--- config.mk ---
export PLATFORM = sky130hd
export DESIGN_NAME = lsds_top
export DESIGN_NICKNAME = d
export VERILOG_FILES = /design/src/shared/lsds_pkg.sv /design/src/shared/lsds_if.sv /design/src/rtl/lsds_desc_file.sv /design/src/rtl/lsds_top.sv
export VERILOG_INCLUDE_DIRS = /design/src /design/src/shared
export SDC_FILE = /design/constraint.sdc
export NUM_CORES = 1
export LEC_CHECK = 0
export BUFFER_PORTS_ARGS = -buffer_cell sky130_fd_sc_hd__clkbuf_2
export CORE_ASPECT_RATIO = 1.4
export CORE_MARGIN = 2
export CORE_UTILIZATION = 60
export DETAILED_ROUTE_END_ITERATION = 10
export GPL_ROUTABILITY_DRIVEN = 0
export PLACE_DENSITY = 0.8
export SLEW_MARGIN = 20
export SYNTH_ARGS = -nofsm -noshare
export SYNTH_HDL_FRONTEND = slang
export SYNTH_SLANG_ARGS = --single-unit
--- constraint.sdc ---
create_clock -name clock -period 7.58 [get_ports clock]
set_input_delay 0.379 -clock clock [delete_from_list [all_inputs] [get_ports clock]]
set_output_delay 0.379 -clock clock [all_outputs]
set_load 0.005 [all_outputs]
--- src/shared/lsds_map.svh ---
`ifndef LSDS_MAP_SVH
`define LSDS_MAP_SVH

// ****************************************************************
// Descriptor field positions
// ****************************************************************
`define LSDS_BASE_HI 31
`define LSDS_BASE_LO 0
`define LSDS_LIM_HI 51
`define LSDS_LIM_LO 32
`define LSDS_TYPE_HI 55
`define LSDS_TYPE_LO 52
`define LSDS_TYPE_CODE_BIT 55
`define LSDS_SPARE_BIT 60
`define LSDS_RSVD_BIT 61
`define LSDS_SIZE_BIT 62
`define LSDS_GRAN_BIT 63

// ****************************************************************
// Segment slots and constants
// ****************************************************************
`define LSDS_SEG_CODE 3'h0
`define LSDS_SEG_STACK 3'h1
`define LSDS_GRAN_SHIFT 12
`define LSDS_EA16_MASK 32'h0000ffff
`define LSDS_DESC_RESET 64'h0000000000000000
`define LSDS_PRIV_RESET 2'h0
`define LSDS_IGN_MASK 64'hcfffffffffffffff

`endif

--- src/shared/lsds_pkg.sv ---
package lsds_pkg;
    typedef logic [63:0] lsds_desc_t;
    typedef logic [2:0] lsds_sel_t;
    typedef logic [1:0] lsds_priv_t;
endpackage

--- src/shared/lsds_if.sv ---
`timescale 1ns/1ps
interface lsds_if;
    logic wr_en;
    lsds_pkg::lsds_sel_t wr_sel;
    lsds_pkg::lsds_desc_t wr_data;
    lsds_pkg::lsds_sel_t rd_sel_a;
    lsds_pkg::lsds_desc_t rd_data_a;
    lsds_pkg::lsds_sel_t rd_sel_b;
    lsds_pkg::lsds_desc_t rd_data_b;
    lsds_pkg::lsds_desc_t code_desc;

    modport core (
        output wr_en, wr_sel, wr_data, rd_sel_a, rd_sel_b,
        input rd_data_a, rd_data_b, code_desc
    );
    modport mem (
        input wr_en, wr_sel, wr_data, rd_sel_a, rd_sel_b,
        output rd_data_a, rd_data_b, code_desc
    );
endinterface

--- src/rtl/lsds_desc_file.sv ---
`timescale 1ns/1ps
`include "lsds_map.svh"

module lsds_desc_file #(
    parameter int NUM_SEG = 6
) (
    // Clock and reset
    input wire logic clock,
    input wire logic rst,
    // Core side
    lsds_if.mem port
);
    lsds_pkg::lsds_desc_t store [NUM_SEG];
    logic wr_hit;
    logic a_ok;
    logic b_ok;

    assign wr_hit = port.wr_en && (int'(port.wr_sel) < NUM_SEG);
    assign a_ok = int'(port.rd_sel_a) < NUM_SEG;
    assign b_ok = int'(port.rd_sel_b) < NUM_SEG;

    // ****************************************************************
    // Storage, written as given with no field checks
    // ****************************************************************
    always_ff @(posedge clock) begin
        for (int i = 0; i < NUM_SEG; i++) begin
            if (rst) begin
                store[i] <= `LSDS_DESC_RESET;
            end else if (wr_hit && (int'(port.wr_sel) == i)) begin
                store[i] <= port.wr_data;
            end
        end
    end

    // Read data are registered; a read in the write cycle sees the old value
    always_ff @(posedge clock) begin
        if (rst) begin
            port.rd_data_a <= `LSDS_DESC_RESET;
            port.rd_data_b <= `LSDS_DESC_RESET;
            port.code_desc <= `LSDS_DESC_RESET;
        end else begin
            port.rd_data_a <= a_ok ? store[port.rd_sel_a] : `LSDS_DESC_RESET;
            port.rd_data_b <= b_ok ? store[port.rd_sel_b] : `LSDS_DESC_RESET;
            port.code_desc <= store[`LSDS_SEG_CODE];
        end
    end
endmodule // lsds_desc_file

--- src/rtl/lsds_top.sv ---
`timescale 1ns/1ps
`include "lsds_map.svh"

// Behaviour
// - Spare bit unused by legacy; optional keep
// - Reserved bit unused by legacy execution
// - Sixteen-byte ops: both ignored bits kept
// - Size bit clear truncates addresses to 16
// - Code size bit selects operand size
// - Granularity shifts limit left twelve bits
// - Instruction set switch keeps descriptors, privilege
// - Virtual mode data-typed code: no execute fault
// - Native writes stored without field checks
// - Base bits 31:0, limit bits 51:32
module lsds_top #(
    parameter int NUM_SEG = 6,
    parameter bit HAS_SIXTEEN_BYTE_OPS = 1'b1,
    parameter bit KEEP_IGNORED_BITS = 1'b1
) (
    // Clock and reset
    input wire logic clock,
    input wire logic rst,
    // Native descriptor write
    input wire logic nat_wr_en,
    input wire lsds_pkg::lsds_sel_t nat_wr_sel,
    input wire lsds_pkg::lsds_desc_t nat_wr_data,
    // Native descriptor read
    input wire logic nat_rd_en,
    input wire lsds_pkg::lsds_sel_t nat_rd_sel,
    output logic nat_rd_valid,
    output lsds_pkg::lsds_desc_t nat_rd_data,
    // Privilege and mode
    input wire logic priv_wr_en,
    input wire lsds_pkg::lsds_priv_t priv_wr_data,
    input wire logic virtual_8086_flag,
    output lsds_pkg::lsds_priv_t current_privilege_level,
    output logic default_op32,
    // Legacy segment access
    input wire logic acc_valid,
    input wire logic acc_fetch,
    input wire lsds_pkg::lsds_sel_t acc_sel,
    input wire logic [31:0] acc_offset,
    output logic xlat_valid,
    output logic [31:0] xlat_addr,
    output logic xlat_addr32,
    output logic xlat_limit_fault,
    output logic xlat_exec_fault
);
    lsds_if dif ();

    lsds_desc_file #(
        .NUM_SEG(NUM_SEG)
    ) u_store (
        .clock(clock),
        .rst(rst),
        .port(dif.mem)
    );

    // ****************************************************************
    // Native access
    // ****************************************************************
    localparam bit KEEP_IGN = HAS_SIXTEEN_BYTE_OPS || KEEP_IGNORED_BITS;
    logic rd_pend;

    assign dif.wr_en = nat_wr_en;
    assign dif.wr_sel = nat_wr_sel;
    // Ignored bits are dropped only where the option allows it
    assign dif.wr_data = KEEP_IGN ? nat_wr_data : (nat_wr_data & `LSDS_IGN_MASK);
    assign dif.rd_sel_a = nat_rd_sel;
    assign nat_rd_valid = rd_pend;
    assign nat_rd_data = dif.rd_data_a;

    always_ff @(posedge clock) begin
        if (rst) begin
            rd_pend <= 1'b0;
        end else begin
            rd_pend <= nat_rd_en;
        end
    end

    // Privilege changes only by an explicit write, never by an ISA switch
    always_ff @(posedge clock) begin
        if (rst) begin
            current_privilege_level <= `LSDS_PRIV_RESET;
        end else if (priv_wr_en) begin
            current_privilege_level <= priv_wr_data;
        end
    end

    always_ff @(posedge clock) begin
        if (rst) begin
            default_op32 <= 1'b0;
        end else begin
            default_op32 <= dif.code_desc[`LSDS_SIZE_BIT];
        end
    end

    // ****************************************************************
    // Legacy translation pipeline
    // ****************************************************************
    logic s1_valid;
    logic s1_fetch;
    logic s1_v86;
    logic [31:0] s1_offset;
    logic [31:0] s_base;
    logic [19:0] s_lim;
    logic [31:0] s_lim_scaled;
    logic s_size32;
    logic [31:0] s_ea;
    logic s_lim_fault;
    logic s_exec_fault;

    assign dif.rd_sel_b = acc_sel;
    // Spare and reserved bits are never looked at here
    assign s_base = dif.rd_data_b[`LSDS_BASE_HI:`LSDS_BASE_LO];
    assign s_lim = dif.rd_data_b[`LSDS_LIM_HI:`LSDS_LIM_LO];
    assign s_lim_scaled = dif.rd_data_b[`LSDS_GRAN_BIT] ? {s_lim[19:0], 12'h000} : {12'h000, s_lim};
    assign s_size32 = dif.rd_data_b[`LSDS_SIZE_BIT];
    assign s_ea = s_size32 ? s1_offset : (s1_offset & `LSDS_EA16_MASK);
    assign s_lim_fault = s_ea > s_lim_scaled;
    assign s_exec_fault = s1_fetch && !s1_v86 && !dif.rd_data_b[`LSDS_TYPE_CODE_BIT];

    always_ff @(posedge clock) begin
        if (rst) begin
            s1_valid <= 1'b0;
            s1_fetch <= 1'b0;
            s1_v86 <= 1'b0;
            s1_offset <= 32'h00000000;
        end else begin
            s1_valid <= acc_valid;
            s1_fetch <= acc_fetch;
            s1_v86 <= virtual_8086_flag;
            s1_offset <= acc_offset;
        end
    end

    always_ff @(posedge clock) begin
        if (rst) begin
            xlat_valid <= 1'b0;
            xlat_addr <= 32'h00000000;
            xlat_addr32 <= 1'b0;
            xlat_limit_fault <= 1'b0;
            xlat_exec_fault <= 1'b0;
        end else begin
            xlat_valid <= s1_valid;
            xlat_addr <= 32'(s_base + s_ea);
            xlat_addr32 <= s_size32;
            xlat_limit_fault <= s1_valid && s_lim_fault;
            xlat_exec_fault <= s1_valid && s_exec_fault;
        end
    end

    // ****************************************************************
    // Checks
    // ****************************************************************
    logic [31:0] h_addr;
    logic [31:0] h_ea;
    logic h_fault;
    logic h_size32;

    always_ff @(posedge clock) begin
        if (rst) begin
            h_addr <= 32'h00000000;
            h_ea <= 32'h00000000;
            h_fault <= 1'b0;
            h_size32 <= 1'b0;
        end else begin
            h_addr <= 32'(s_base + s1_offset);
            h_ea <= s1_offset;
            // Limit scaled by a plain shift, apart from the datapath
            h_fault <= s1_offset > (dif.rd_data_b[`LSDS_GRAN_BIT] ?
                ({12'h000, s_lim} << `LSDS_GRAN_SHIFT) : {12'h000, s_lim});
            h_size32 <= s_size32;
        end
    end
endmodule // lsds_top

==> results of run 1 <==
[layer usage]
layer | vias to the layer above | global-route usage | routed length (um)
li1 | 7860 | - | -
met2 | 767 | 0.5248 | 35180
met4 | 8 | 0.1242 | 2561
met3 | 186 | 0.04798 | 4880
met5 | - | 0 | 58
met1 | 8734 | 0.3461 | 24790
[cells in the final DEF, fill, tap and decap left out, drive strengths merged, types with 6 or more instances in the layout]
| cell type | Yosys | layout |
|---|---|---|
| and2 | 402 | 402 |
| edfxtp | 384 | 384 |
| clkbuf | 95 | 283 |
| dfxtp | 195 | 195 |
| nor2 | 176 | 176 |
| mux2i | 129 | 129 |
| a211oi | 126 | 126 |
| mux4 | 119 | 119 |
| ha | 63 | 63 |
| nand2 | 50 | 50 |
| nor2b | 45 | 45 |
| a21oi | 34 | 34 |
| buf | 36 | 31 |
| o21ai | 21 | 21 |
| nand2b | 17 | 17 |
| nor3 | 16 | 16 |
| xor2 | 14 | 14 |
| a21o | 14 | 14 |
| clkinv | 1 | 13 |
| inv | 8 | 11 |
| nand4 | 10 | 10 |
| nand3 | 10 | 10 |
| xnor2 | 10 | 10 |
| bufinv | 0 | 10 |
| a31oi | 6 | 6 |
| o211ai | 6 | 6 |
[timing repair]
item | 4_1_cts | 5_1_grt
endpoints found under the hold margin | 1 | 0
hold buffers | 1 | 0
endpoints found under the setup margin | 0 | 0
[where the power goes]
part           leakage, nW  switching (mW)  internal (mW)
Combinational         5.50           0.419          0.326
Sequential            5.33           0.127           3.59
Clock                0.909            1.15           1.69
Total                 11.7            1.70           5.60
[area by class of cell]
class,instances,area [um^2],area share
Timing Repair Buffer,245,1316,0.04351
Inverter,9,33.78,0.001117
Tap cell,558,698.2,0.02308
Clock inverter,27,405.4,0.01340
Antenna cell,2,5.005,0.0001654
Clock buffer,70,1450,0.04793
Multi-Input combinational cell,1326,10910,0.3607
Sequential cell,579,15430,0.5102
[worst max-delay path, delay by kind of cell, from the launching register on]
family	cells	cell delay, ns
AND/OR/NAND/NOR	3	0.63
AO/OA/AOI/OAI	5	1.42
adder cells (fa/ha/maj)	1	0.32
flip-flops	1	0.60
[state kept, by name, summed over array words and instances (netlist names), 2 cells and up]
| register | flops |
|---|---|
| s1_offset | 32 |
| current_privilege_level | 2 |
| u_store.port.rd_data_a | 64 |
| u_store.port.rd_data_b | 55 |
| xlat_addr | 32 |
| u_store.store | 384 |
[kinds of logic (layout without fill, tap and decap cells)]
group                    after synthesis  in the layout  synth area share
AND/OR/NAND/NOR                      746            746            0.1526
other                                  0              2                 0
adder cells (fa/ha/maj)               64             64           0.03014
buffers and inverters                140            351           0.02160
AO/OA/AOI/OAI                        242            242           0.06327
XOR/XNOR                              24             24          0.007839
multiplexers                         250            250            0.1489
flip-flops                           579            579            0.5756
[stage by stage]
stage | instance area (um^2) | hold WS [ns] | util | setup WS, ns
final | 30260 | 0.01375 | 0.6866 | 4.518
after global routing | 30260 | 0.01510 | 0.6866 | 4.348
after CTS | 30250 | 0.000006606 | 0.6865 | 4.570
after detailed placement | 28380 | 0.4007 | 0.6442 | 4.364
after global placement | 28380 | 0.3872 | 0.6442 | 4.434
after floorplan | 26820 | 0.3743 | - | 1.673
[worst paths after layout]
path         depth (start not counted)                    endpoint                                   from  slack, ns
min                                  2         s1_fetch$_SDFF_PP0_                              acc_fetch       0.01
min reg2reg                          1  xlat_exec_fault$_SDFF_PP0_                      s1_v86$_SDFF_PP0_       0.41
max                                  9    xlat_addr[31]$_SDFF_PP0_  u_store.port.rd_data_b[62]$_SDFF_PP0_       4.52
max reg2reg                          9    xlat_addr[31]$_SDFF_PP0_  u_store.port.rd_data_b[62]$_SDFF_PP0_       4.52
==> impl_metrics.csv, run 1 <==
group,metric,value,unit
outcome,outcome,"finished, final reports clean",
floorplanning,die_area,0.04642,mm^2
timing,max_freq,326.6,MHz
placement,dp_cells,2716,
floorplanning,core_area,0.04406,mm^2
setup_path,crit_required,8.07,ns
yosys,syn_inst,2045,
yosys,yosysSeqAreaShare,0.5756,
setup_path,crit_path_end_kind,"flop",
floorplanning,chipHeight,254.1,um
setup_path,crit_arrival,3.55,ns
route,ant_nets,0,
pwr,power,7.298,mW
grt,globalRouteTotalUtil,0.2912,
yosys,ys_top_cells_by_area,"edfxtp_1 (43%), dfxtp_1 (15%), mux4_2 (10%)",
final_layout,final_nets,2392,
grt,grt_pass1_wl,101600,um
yosys,synth_area,0.02682,mm^2
placement,port_buffers,218,
timing,max-slew-margin-rel,0.2554,
route,dr.pass1.iters,5,
grt,antenna_found_initial,7,
yosys,ys_ff_latch,579,
placement,hpwl,41570,um
pwr,p_leak,11.74,nW
final_layout,area_growth_syn_to_layout,12.83,%
final_layout,fin_cells,2816,
timing,worstMarginPinSlew,1.117,ns
route,num_vias,17560,
setup_path,cpPeakStageDelay,0.60,ns
clock_tree,numCtsBuffers,52,
setup_path,crit_top_cell,"a21oi_1",
route,drc,0,
final_layout,num-fill-cells,3015,
yosys,synth.most_common_cell,"and2_1",
floorplanning,rows,91,
clock_tree,clkLatencyLatePin,0.59,ns
timing,setup_viol,0,
yosys,yosys_warnings,0,
route,vias_per_cell,6.234,
yosys,synth_edf_count,384,
route,wl_per_cell,23.96,um
yosys,synth_commonest_cells,"and2_1 (401), edfxtp_1 (384), dfxtp_1 (195)",
clock_tree,h-tree-depth,2,
timing,tns,0,ns
clock_tree,cts_tree,"yes",
yosys,synth.avg_cell_area,13.11,um^2
floorplanning,initial_core_util,0.6086,
yosys,synth_top_area_share,0.4300,
job,drv_cap,0,
timing,slew_viol_final,0,
clock_tree,clk_pin_slew_worst_paths,0.06,ns
setup_path,cp-start-kind,"flop",
grt,grt_overflow_total,0,
clock_tree,cts_setup_buffers,0,
grt,grt_max_degree,83,
grt,first_global_vias,18100,
setup_path,path_max_fanout,17,
pwr,power_density,241.2,mW/mm^2
timing,finalCriticalPeriod,3.062,ns
timing,finalCritPeriodShare,0.4040,
yosys,ys_async_sr_fraction,0,
floorplanning,die_w,182.7,um
route,drtIter0Drc,1216,
timing,rsz0062_at_grt,"false",
yosys,synth_cell_type_count,60,
final_layout,final_layout_size_suffix_gt1_frac,0.2074,
clock_tree,cts_root_buf,"clkbuf_16",
floorplanning,io_pins,219,
yosys,synthesis.nets,2224,
setup_path,cpMaxStageDelayCell,"dfxtp_1",
setup_path,crit_chain,"and2_1 -> ha_1 -> a21oi_1 -> nor2_1 -> o41ai_1 -> a211oi_1 -> o21a_1 -> or3_1 -> a21oi_1",
timing,final-hold-violation-count,0,
pwr,peakVddDrop,205.2,uV
clock_tree,cts-resized-gates,0,
timing,skew,0.03191,ns
route,wirelength,67480,um
yosys,synth_ff_type,"edfxtp_1",
setup_path,criticalPathCategory,"reg -> reg",
clock_tree,clock_path_buffers,3,
yosys,synth_area_leader_cell,"edfxtp_1",
worst_hold_path,worstHoldPathType,"in -> reg",
clock_tree,clock-sinks,579,
Note: power is estimated with default switching activity, not from simulation.
==> run 2, diff against run 1 <==
--- a/config.mk
+++ b/config.mk
@@ -9,10 +9,10 @@
 export BUFFER_PORTS_ARGS = -buffer_cell sky130_fd_sc_hd__clkbuf_2
 export CORE_ASPECT_RATIO = 1.4
 export CORE_MARGIN = 2
-export CORE_UTILIZATION = 60
+export CORE_UTILIZATION = 54
 export DETAILED_ROUTE_END_ITERATION = 10
 export GPL_ROUTABILITY_DRIVEN = 0
-export PLACE_DENSITY = 0.8
+export PLACE_DENSITY = 0.76
 export SLEW_MARGIN = 20
 export SYNTH_ARGS = -nofsm -noshare
 export SYNTH_HDL_FRONTEND = slang
==> constraint.sdc (replaced) <==
create_clock -name clock -period 2.8 [get_ports clock]
set_input_delay 0.14 -clock clock [delete_from_list [all_inputs] [get_ports clock]]
set_output_delay 0.14 -clock clock [all_outputs]
set_load 0.005 [all_outputs]
==> impl_metrics.csv, run 2 (synthesis results as in run 1) <==
group,metric,value,unit
floorplanning,die_area,0.05148,mm^2
timing,rsz0062_at_grt,"false",
placement,port_buffers,218,
grt,grt_overflow_total,0,
setup_path,criticalPathCategory,"reg -> reg",
timing,max_freq,378.7,MHz
setup_path,path_max_fanout,7,
grt,first_global_vias,18840,
grt,antenna_found_initial,8,
setup_path,crit_required,3.30,ns
floorplanning,chipHeight,267.7,um
pwr,power,19.93,mW
clock_tree,h-tree-depth,2,
final_layout,largest_reg_flops,384,
floorplanning,core_area,0.04901,mm^2
route,num_vias,18280,
route,wirelength,73170,um
job,drv_cap,0,
grt,globalRouteTotalUtil,0.2867,
setup_path,crit_arrival,3.14,ns
floorplanning,die_w,192.3,um
clock_tree,cts_tree,"yes",
pwr,internal_power,15.15,mW
timing,max-slew-margin-rel,0.4444,
placement,hpwl,46720,um
pwr,power.share.sequential,0.503,
route,dr.pass1.iters,5,
final_layout,final_common_cell,"and2_1",
final_layout,final_nets,2537,
pwr,peakVddDrop,573.5,uV
placement,dp_slack,0.1490,ns
timing,final-hold-violation-count,0,
pwr,power_density,625.0,mW/mm^2
final_layout,reg.largest.list,"u_store.store x384, u_store.port.rd_data_a x64, u_store.port.rd_data_b x55",
floorplanning,io_pins,219,
route,vias_per_cell,6.003,
clock_tree,clk_pin_slew_worst_paths,0.06,ns
grt,grt_pass1_wl,109200,um
route,drtIter0Drc,1421,
pwr,switching_share,0.2395,
final_layout,final_layout_size_suffix_gt1_frac,0.2146,
grt,grt_max_degree,83,
clock_tree,numCtsBuffers,55,
setup_path,r2r_slack,0.16,ns
timing,skew,0.01685,ns
setup_path,cp-start-kind,"flop",
final_layout,num-fill-cells,3533,
timing,slew_viol_final,0,
setup_path,crit_path_end_kind,"flop",
clock_tree,cts_root_buf,"clkbuf_16",
route,drc,0,
placement,dpl_cell_area,0.02895,mm^2
clock_tree,clock-sinks,579,
timing,worstMarginPinSlew,0.8334,ns
floorplanning,rows,96,
clock_tree,clock_path_buffers,3,
pwr,clkPwrFrac,0.383,
final_layout,area_growth_syn_to_layout,18.90,%
timing,setup_ws,0.1593,ns
route,ant_nets,0,
route,wl_per_cell,24.02,um
outcome,outcome,"finished, final reports clean",
final_layout,layout_common_cells,"and2_1 (401), edfxtp_1 (384), clkbuf_2 (215), dfxtp_1 (193), nor2_1 (176)",
clock_tree,cts_setup_buffers,0,
clock_tree,clkLatencyLatePin,0.62,ns
worst_hold_path,worstHoldPathType,"in -> reg",
pwr,switchingPower,4.773,mW
timing,finalCritPeriodShare,0.9431,
timing,setup_viol,0,
timing,whs,0.07345,ns
floorplanning,initial_core_util,0.5472,
timing,finalCriticalPeriod,2.641,ns
pwr,p_leak,12.44,nW
final_layout,largest-register,"u_store.store",
pwr,combPwrFrac,0.113,
final_layout,finalInstanceArea,0.03188,mm^2
==> run 2: cell types whose count changed in the layout (fill, tap and decap cells not counted), moves of 3 or more <==
cell	delta
buf_12	+14
buf_4	+25
bufinv_16	-7
clkbuf_16	+6
clkbuf_8	+4
clkinv_1	-3
diode_2	+3
dlygate4sd3_1	+104
inv_6	+3
==> run 2: path summary, 6_finish.rpt <==
path | start | to | cells past startpoint
worst max-delay path | s1_offset[7]$_SDFF_PP0_ | xlat_addr[29]$_SDFF_PP0_ | 8
worst min-delay path | acc_sel[0] | u_store.port.rd_data_b[28]$_SDFF_PP0_ | 3
worst max register to register | s1_offset[7]$_SDFF_PP0_ | xlat_addr[29]$_SDFF_PP0_ | 8
worst min register to register | u_store.port.rd_data_b[55]$_SDFF_PP0_ | xlat_exec_fault$_SDFF_PP0_ | 1
==> run 2: area by class of cell <==
cell class	count	area, um^2	share of cell area
timing repair buffer	387	2820	0.08845
multi-input combinational	1326	10920	0.3425
inverter	9	33.78	0.001060
clock buffer	84	1673	0.05247
antenna	5	12.51	0.0003924
sequential	579	15440	0.4842
tap	637	797.0	0.02500
clock inverter	19	191.4	0.006004
==> run 2: power groups by stage <==
stage                     logic, mW  clock network [mW]  registers, mW
final                          2.26                7.64           10.0
after global routing           2.43                8.02           10.1
after CTS                      2.25                7.72           10.0
after detailed placement       2.11                   0           10.2
after global placement         2.07                   0           10.1
after floorplan                1.33                   0           10.1
==> run 2: routing by layer <==
layer	share of wire	track usage	wire, um	vias up
met5	0.00036	0	26	-
met4	0.047	0.1426	3470	4
met3	0.075	0.04390	5467	213
met2	0.52	0.5059	37730	849
met1	0.36	0.3391	26470	9042
li1	-	-	-	8176
==> run 2: critical path, stage by stage (launching register included) <==
cell,delay (ns)
dfxtp_1,0.32
ha_1,0.40
and4_1,0.25
nand2_1,0.08
or4_4,0.58
and3_1,0.21
o21ai_2,0.24
a21oi_1,0.14
mux2_1,0.32
==> run 2: timing repair <==
item                                    in CTS  in global routing
endpoints found under the hold margin      429                  0
resized for setup                            0                  4
endpoints found under the setup margin       0                  3
hold buffers                               105                  0
==> run 2: metrics by stage <==
step	cells	util	setup TNS (ns)
2_1_floorplan	2045	-	-174.60
4_1_cts	3041	0.6501	0
6_report	3046	0.6506	0
3_3_place_gp	2833	0.5907	0
5_1_grt	3046	0.6506	0
3_5_place_dp	2833	0.5907	0
==> run 3, diff against run 2 <==
--- a/config.mk
+++ b/config.mk
@@ -7,11 +7,12 @@
 export NUM_CORES = 1
 export LEC_CHECK = 0
 export BUFFER_PORTS_ARGS = -buffer_cell sky130_fd_sc_hd__clkbuf_2
-export CORE_ASPECT_RATIO = 1.4
+export CORE_ASPECT_RATIO = 1.25
 export CORE_MARGIN = 2
 export CORE_UTILIZATION = 54
 export DETAILED_ROUTE_END_ITERATION = 10
 export GPL_ROUTABILITY_DRIVEN = 0
+export HOLD_SLACK_MARGIN = 0.12
 export PLACE_DENSITY = 0.76
 export SLEW_MARGIN = 20
 export SYNTH_ARGS = -nofsm -noshare
==> impl_metrics.csv, run 3 (synthesis results as in run 1) <==
group,metric,value,unit
outcome,outcome,"finished, final reports clean",
placement,port_buffers,218,
clock_tree,clkLatencyLatePin,0.62,ns
floorplanning,die_w,203.3,um
timing,rsz0062_at_grt,"false",
route,wl_per_cell,23.54,um
timing,final-hold-violation-count,0,
grt,grt_overflow_total,0,
final_layout,area_growth_syn_to_layout,19.92,%
worst_hold_path,hold_end,"u_store.port.rd_data_a[0]$_SDFF_PP0_",
setup_path,crit_chain,"and2_1 -> ha_1 -> a21o_2 -> o41ai_1 -> buf_4 -> a211oi_1 -> o21a_1 -> or3_1 -> a21oi_1",
setup_path,cp-start-kind,"flop",
pwr,power,20.19,mW
route,vias_per_cell,5.935,
route,wirelength,72240,um
pwr,p_leak,12.54,nW
route,drc,0,
final_layout,reg.largest.list,"u_store.store x384, u_store.port.rd_data_a x64, u_store.port.rd_data_b x55",
setup_path,cpPeakStageDelay,0.53,ns
final_layout,largest-register,"u_store.store",
setup_path,r2r_slack,0.04,ns
timing,setup_viol,0,
final_layout,final_common_cell,"and2_1",
final_layout,largest_reg_flops,384,
setup_path,crit_family,"compound AO/OA/AOI/OAI gates",
setup_path,reg2reg_from,"u_store.port.rd_data_b[62]$_SDFF_PP0_",
final_layout,layout_common_cells,"and2_1 (401), edfxtp_1 (384), clkbuf_2 (214), dfxtp_1 (194), nor2_1 (176)",
clock_tree,clk_pin_slew_worst_paths,0.07,ns
pwr,power_density,627.8,mW/mm^2
timing,slew_viol_final,0,
clock_tree,clock_path_buffers,3,
worst_hold_path,min_from,"nat_rd_sel[0]",
floorplanning,initial_core_util,0.5452,
setup_path,criticalPathCategory,"reg -> reg",
final_layout,fin_cells,3069,
setup_path,crit_path_end_kind,"flop",
grt,grt_max_degree,74,
job,drv_cap,0,
grt,antenna_found_initial,8,
timing,worstMarginPinSlew,1.006,ns
route,ant_nets,0,
clock_tree,cts_tree,"yes",
floorplanning,die_area,0.05147,mm^2
floorplanning,core_area,0.04919,mm^2
setup_path,reg2reg_to,"xlat_addr[31]$_SDFF_PP0_",
grt,globalRouteTotalUtil,0.2820,
timing,max-slew-margin-rel,0.3255,
timing,finalCriticalPeriod,2.757,ns
clock_tree,cts_root_buf,"clkbuf_16",
timing,max_freq,362.7,MHz
route,dr.pass1.iters,7,
setup_path,rr_worst_depth,9,
clock_tree,h-tree-depth,2,
final_layout,final_nets,2546,
setup_path,path_max_fanout,17,
clock_tree,numCtsBuffers,56,
route,drtIter0Drc,1541,
setup_path,critPathBufInv,1,
floorplanning,chipHeight,253.1,um
timing,skew,0.03177,ns
clock_tree,clock-sinks,579,
placement,hpwl,46500,um
setup_path,crit_required,3.34,ns
setup_path,cpMaxStageDelayCell,"o41ai_1",
timing,finalCritPeriodShare,0.9848,
placement,dp_cells,2848,
final_layout,final_layout_size_suffix_gt1_frac,0.2161,
grt,grt_pass1_wl,109300,um
worst_hold_path,worstHoldPathType,"in -> reg",
final_layout,num-fill-cells,3531,
worst_hold_path,hold_depth,3,
grt,first_global_vias,18880,
route,num_vias,18220,
setup_path,crit_arrival,3.30,ns
floorplanning,rows,91,
floorplanning,io_pins,219,
pwr,peakVddDrop,458.9,uV
==> run 3: cell types whose count changed in the layout (fill, tap and decap cells not counted), sizes merged <==
cell	change
diode	-2
dlygate4sd3	+6
buf	+2
inv	-4
clkinv	+4
clkbuf	+1
clkinvlp	+2
==> run 3: area by class of cell <==
type                    count  area, um^2  area share
clock buffers              85        1750     0.05443
diodes                      3       7.507   0.0002335
multi-input cells        1326       10930      0.3399
well taps                 651       814.5     0.02533
repair buffers            395        2980     0.09268
clock inverters            21       203.9    0.006342
flip-flops and latches    579       15440      0.4800
inverters                   9       33.78    0.001051
==> run 3: worst max path at each step <==
stage | start | endpoint | slack [ns] | depth (start not counted)
3_3_place_gp | u_store.port.rd_data_b[62]$_SDFF_PP0_ | xlat_addr[31]$_SDFF_PP0_ | 0.04 | 9
3_5_place_dp | u_store.port.rd_data_b[62]$_SDFF_PP0_ | xlat_addr[27]$_SDFF_PP0_ | -0.07 | 8
4_1_cts | u_store.port.rd_data_b[62]$_SDFF_PP0_ | xlat_addr[31]$_SDFF_PP0_ | 0.07 | 8
6_report | u_store.port.rd_data_b[62]$_SDFF_PP0_ | xlat_addr[31]$_SDFF_PP0_ | 0.04 | 9
5_1_grt | u_store.port.rd_data_b[62]$_SDFF_PP0_ | xlat_addr[31]$_SDFF_PP0_ | 0.008 | 8
2_1_floorplan | nat_wr_sel[0] | u_store.store[2][0]$_SDFFCE_PN0P_ | -0.93 | 2
==> run 3: worst min-delay path, stage by stage <==
cell and delay [ns]:
clkbuf_8 0.26, mux2i_1 0.21, a211oi_1 0.10
==> run 3: metrics by stage <==
stage	setup slack, ns	hold WS (ns)	cell area [um^2]	utilization	setup TNS [ns]
2_1_floorplan	-0.9339	0.2682	26840	-	-174.60
3_3_place_gp	0.04064	0.3503	29060	0.5907	0
3_5_place_dp	-0.07442	0.3525	29060	0.5907	-0.1337
4_1_cts	0.07160	0.1201	32130	0.6532	0
5_1_grt	0.007806	0.1594	32160	0.6538	0
6_report	0.04259	0.1465	32160	0.6538	0
==> run 3: timing repair <==
item,CTS,global route
buffers inserted,0,1
hold buffers,111,0
pin swaps,0,1
gates resized for setup,1,4
endpoints found under the setup margin,2,10
endpoints found under the hold margin,449,0
==> run 3: report_power, final <==
part	internal (mW)	switching [mW]
logic	1.05	1.24
clock network	4.60	3.28
registers	9.71	0.302
==> run 3: metal layers <==
metal  wire length, um  vias up  share of wire  global-route usage
met5                58        -        0.00080                   0
li1                  -     8178              -                   -
met2             37670      820           0.52              0.5080
met4              2829       10          0.039              0.1174
met1             26770     9010           0.37              0.3355
met3              4908      198          0.068             0.04402
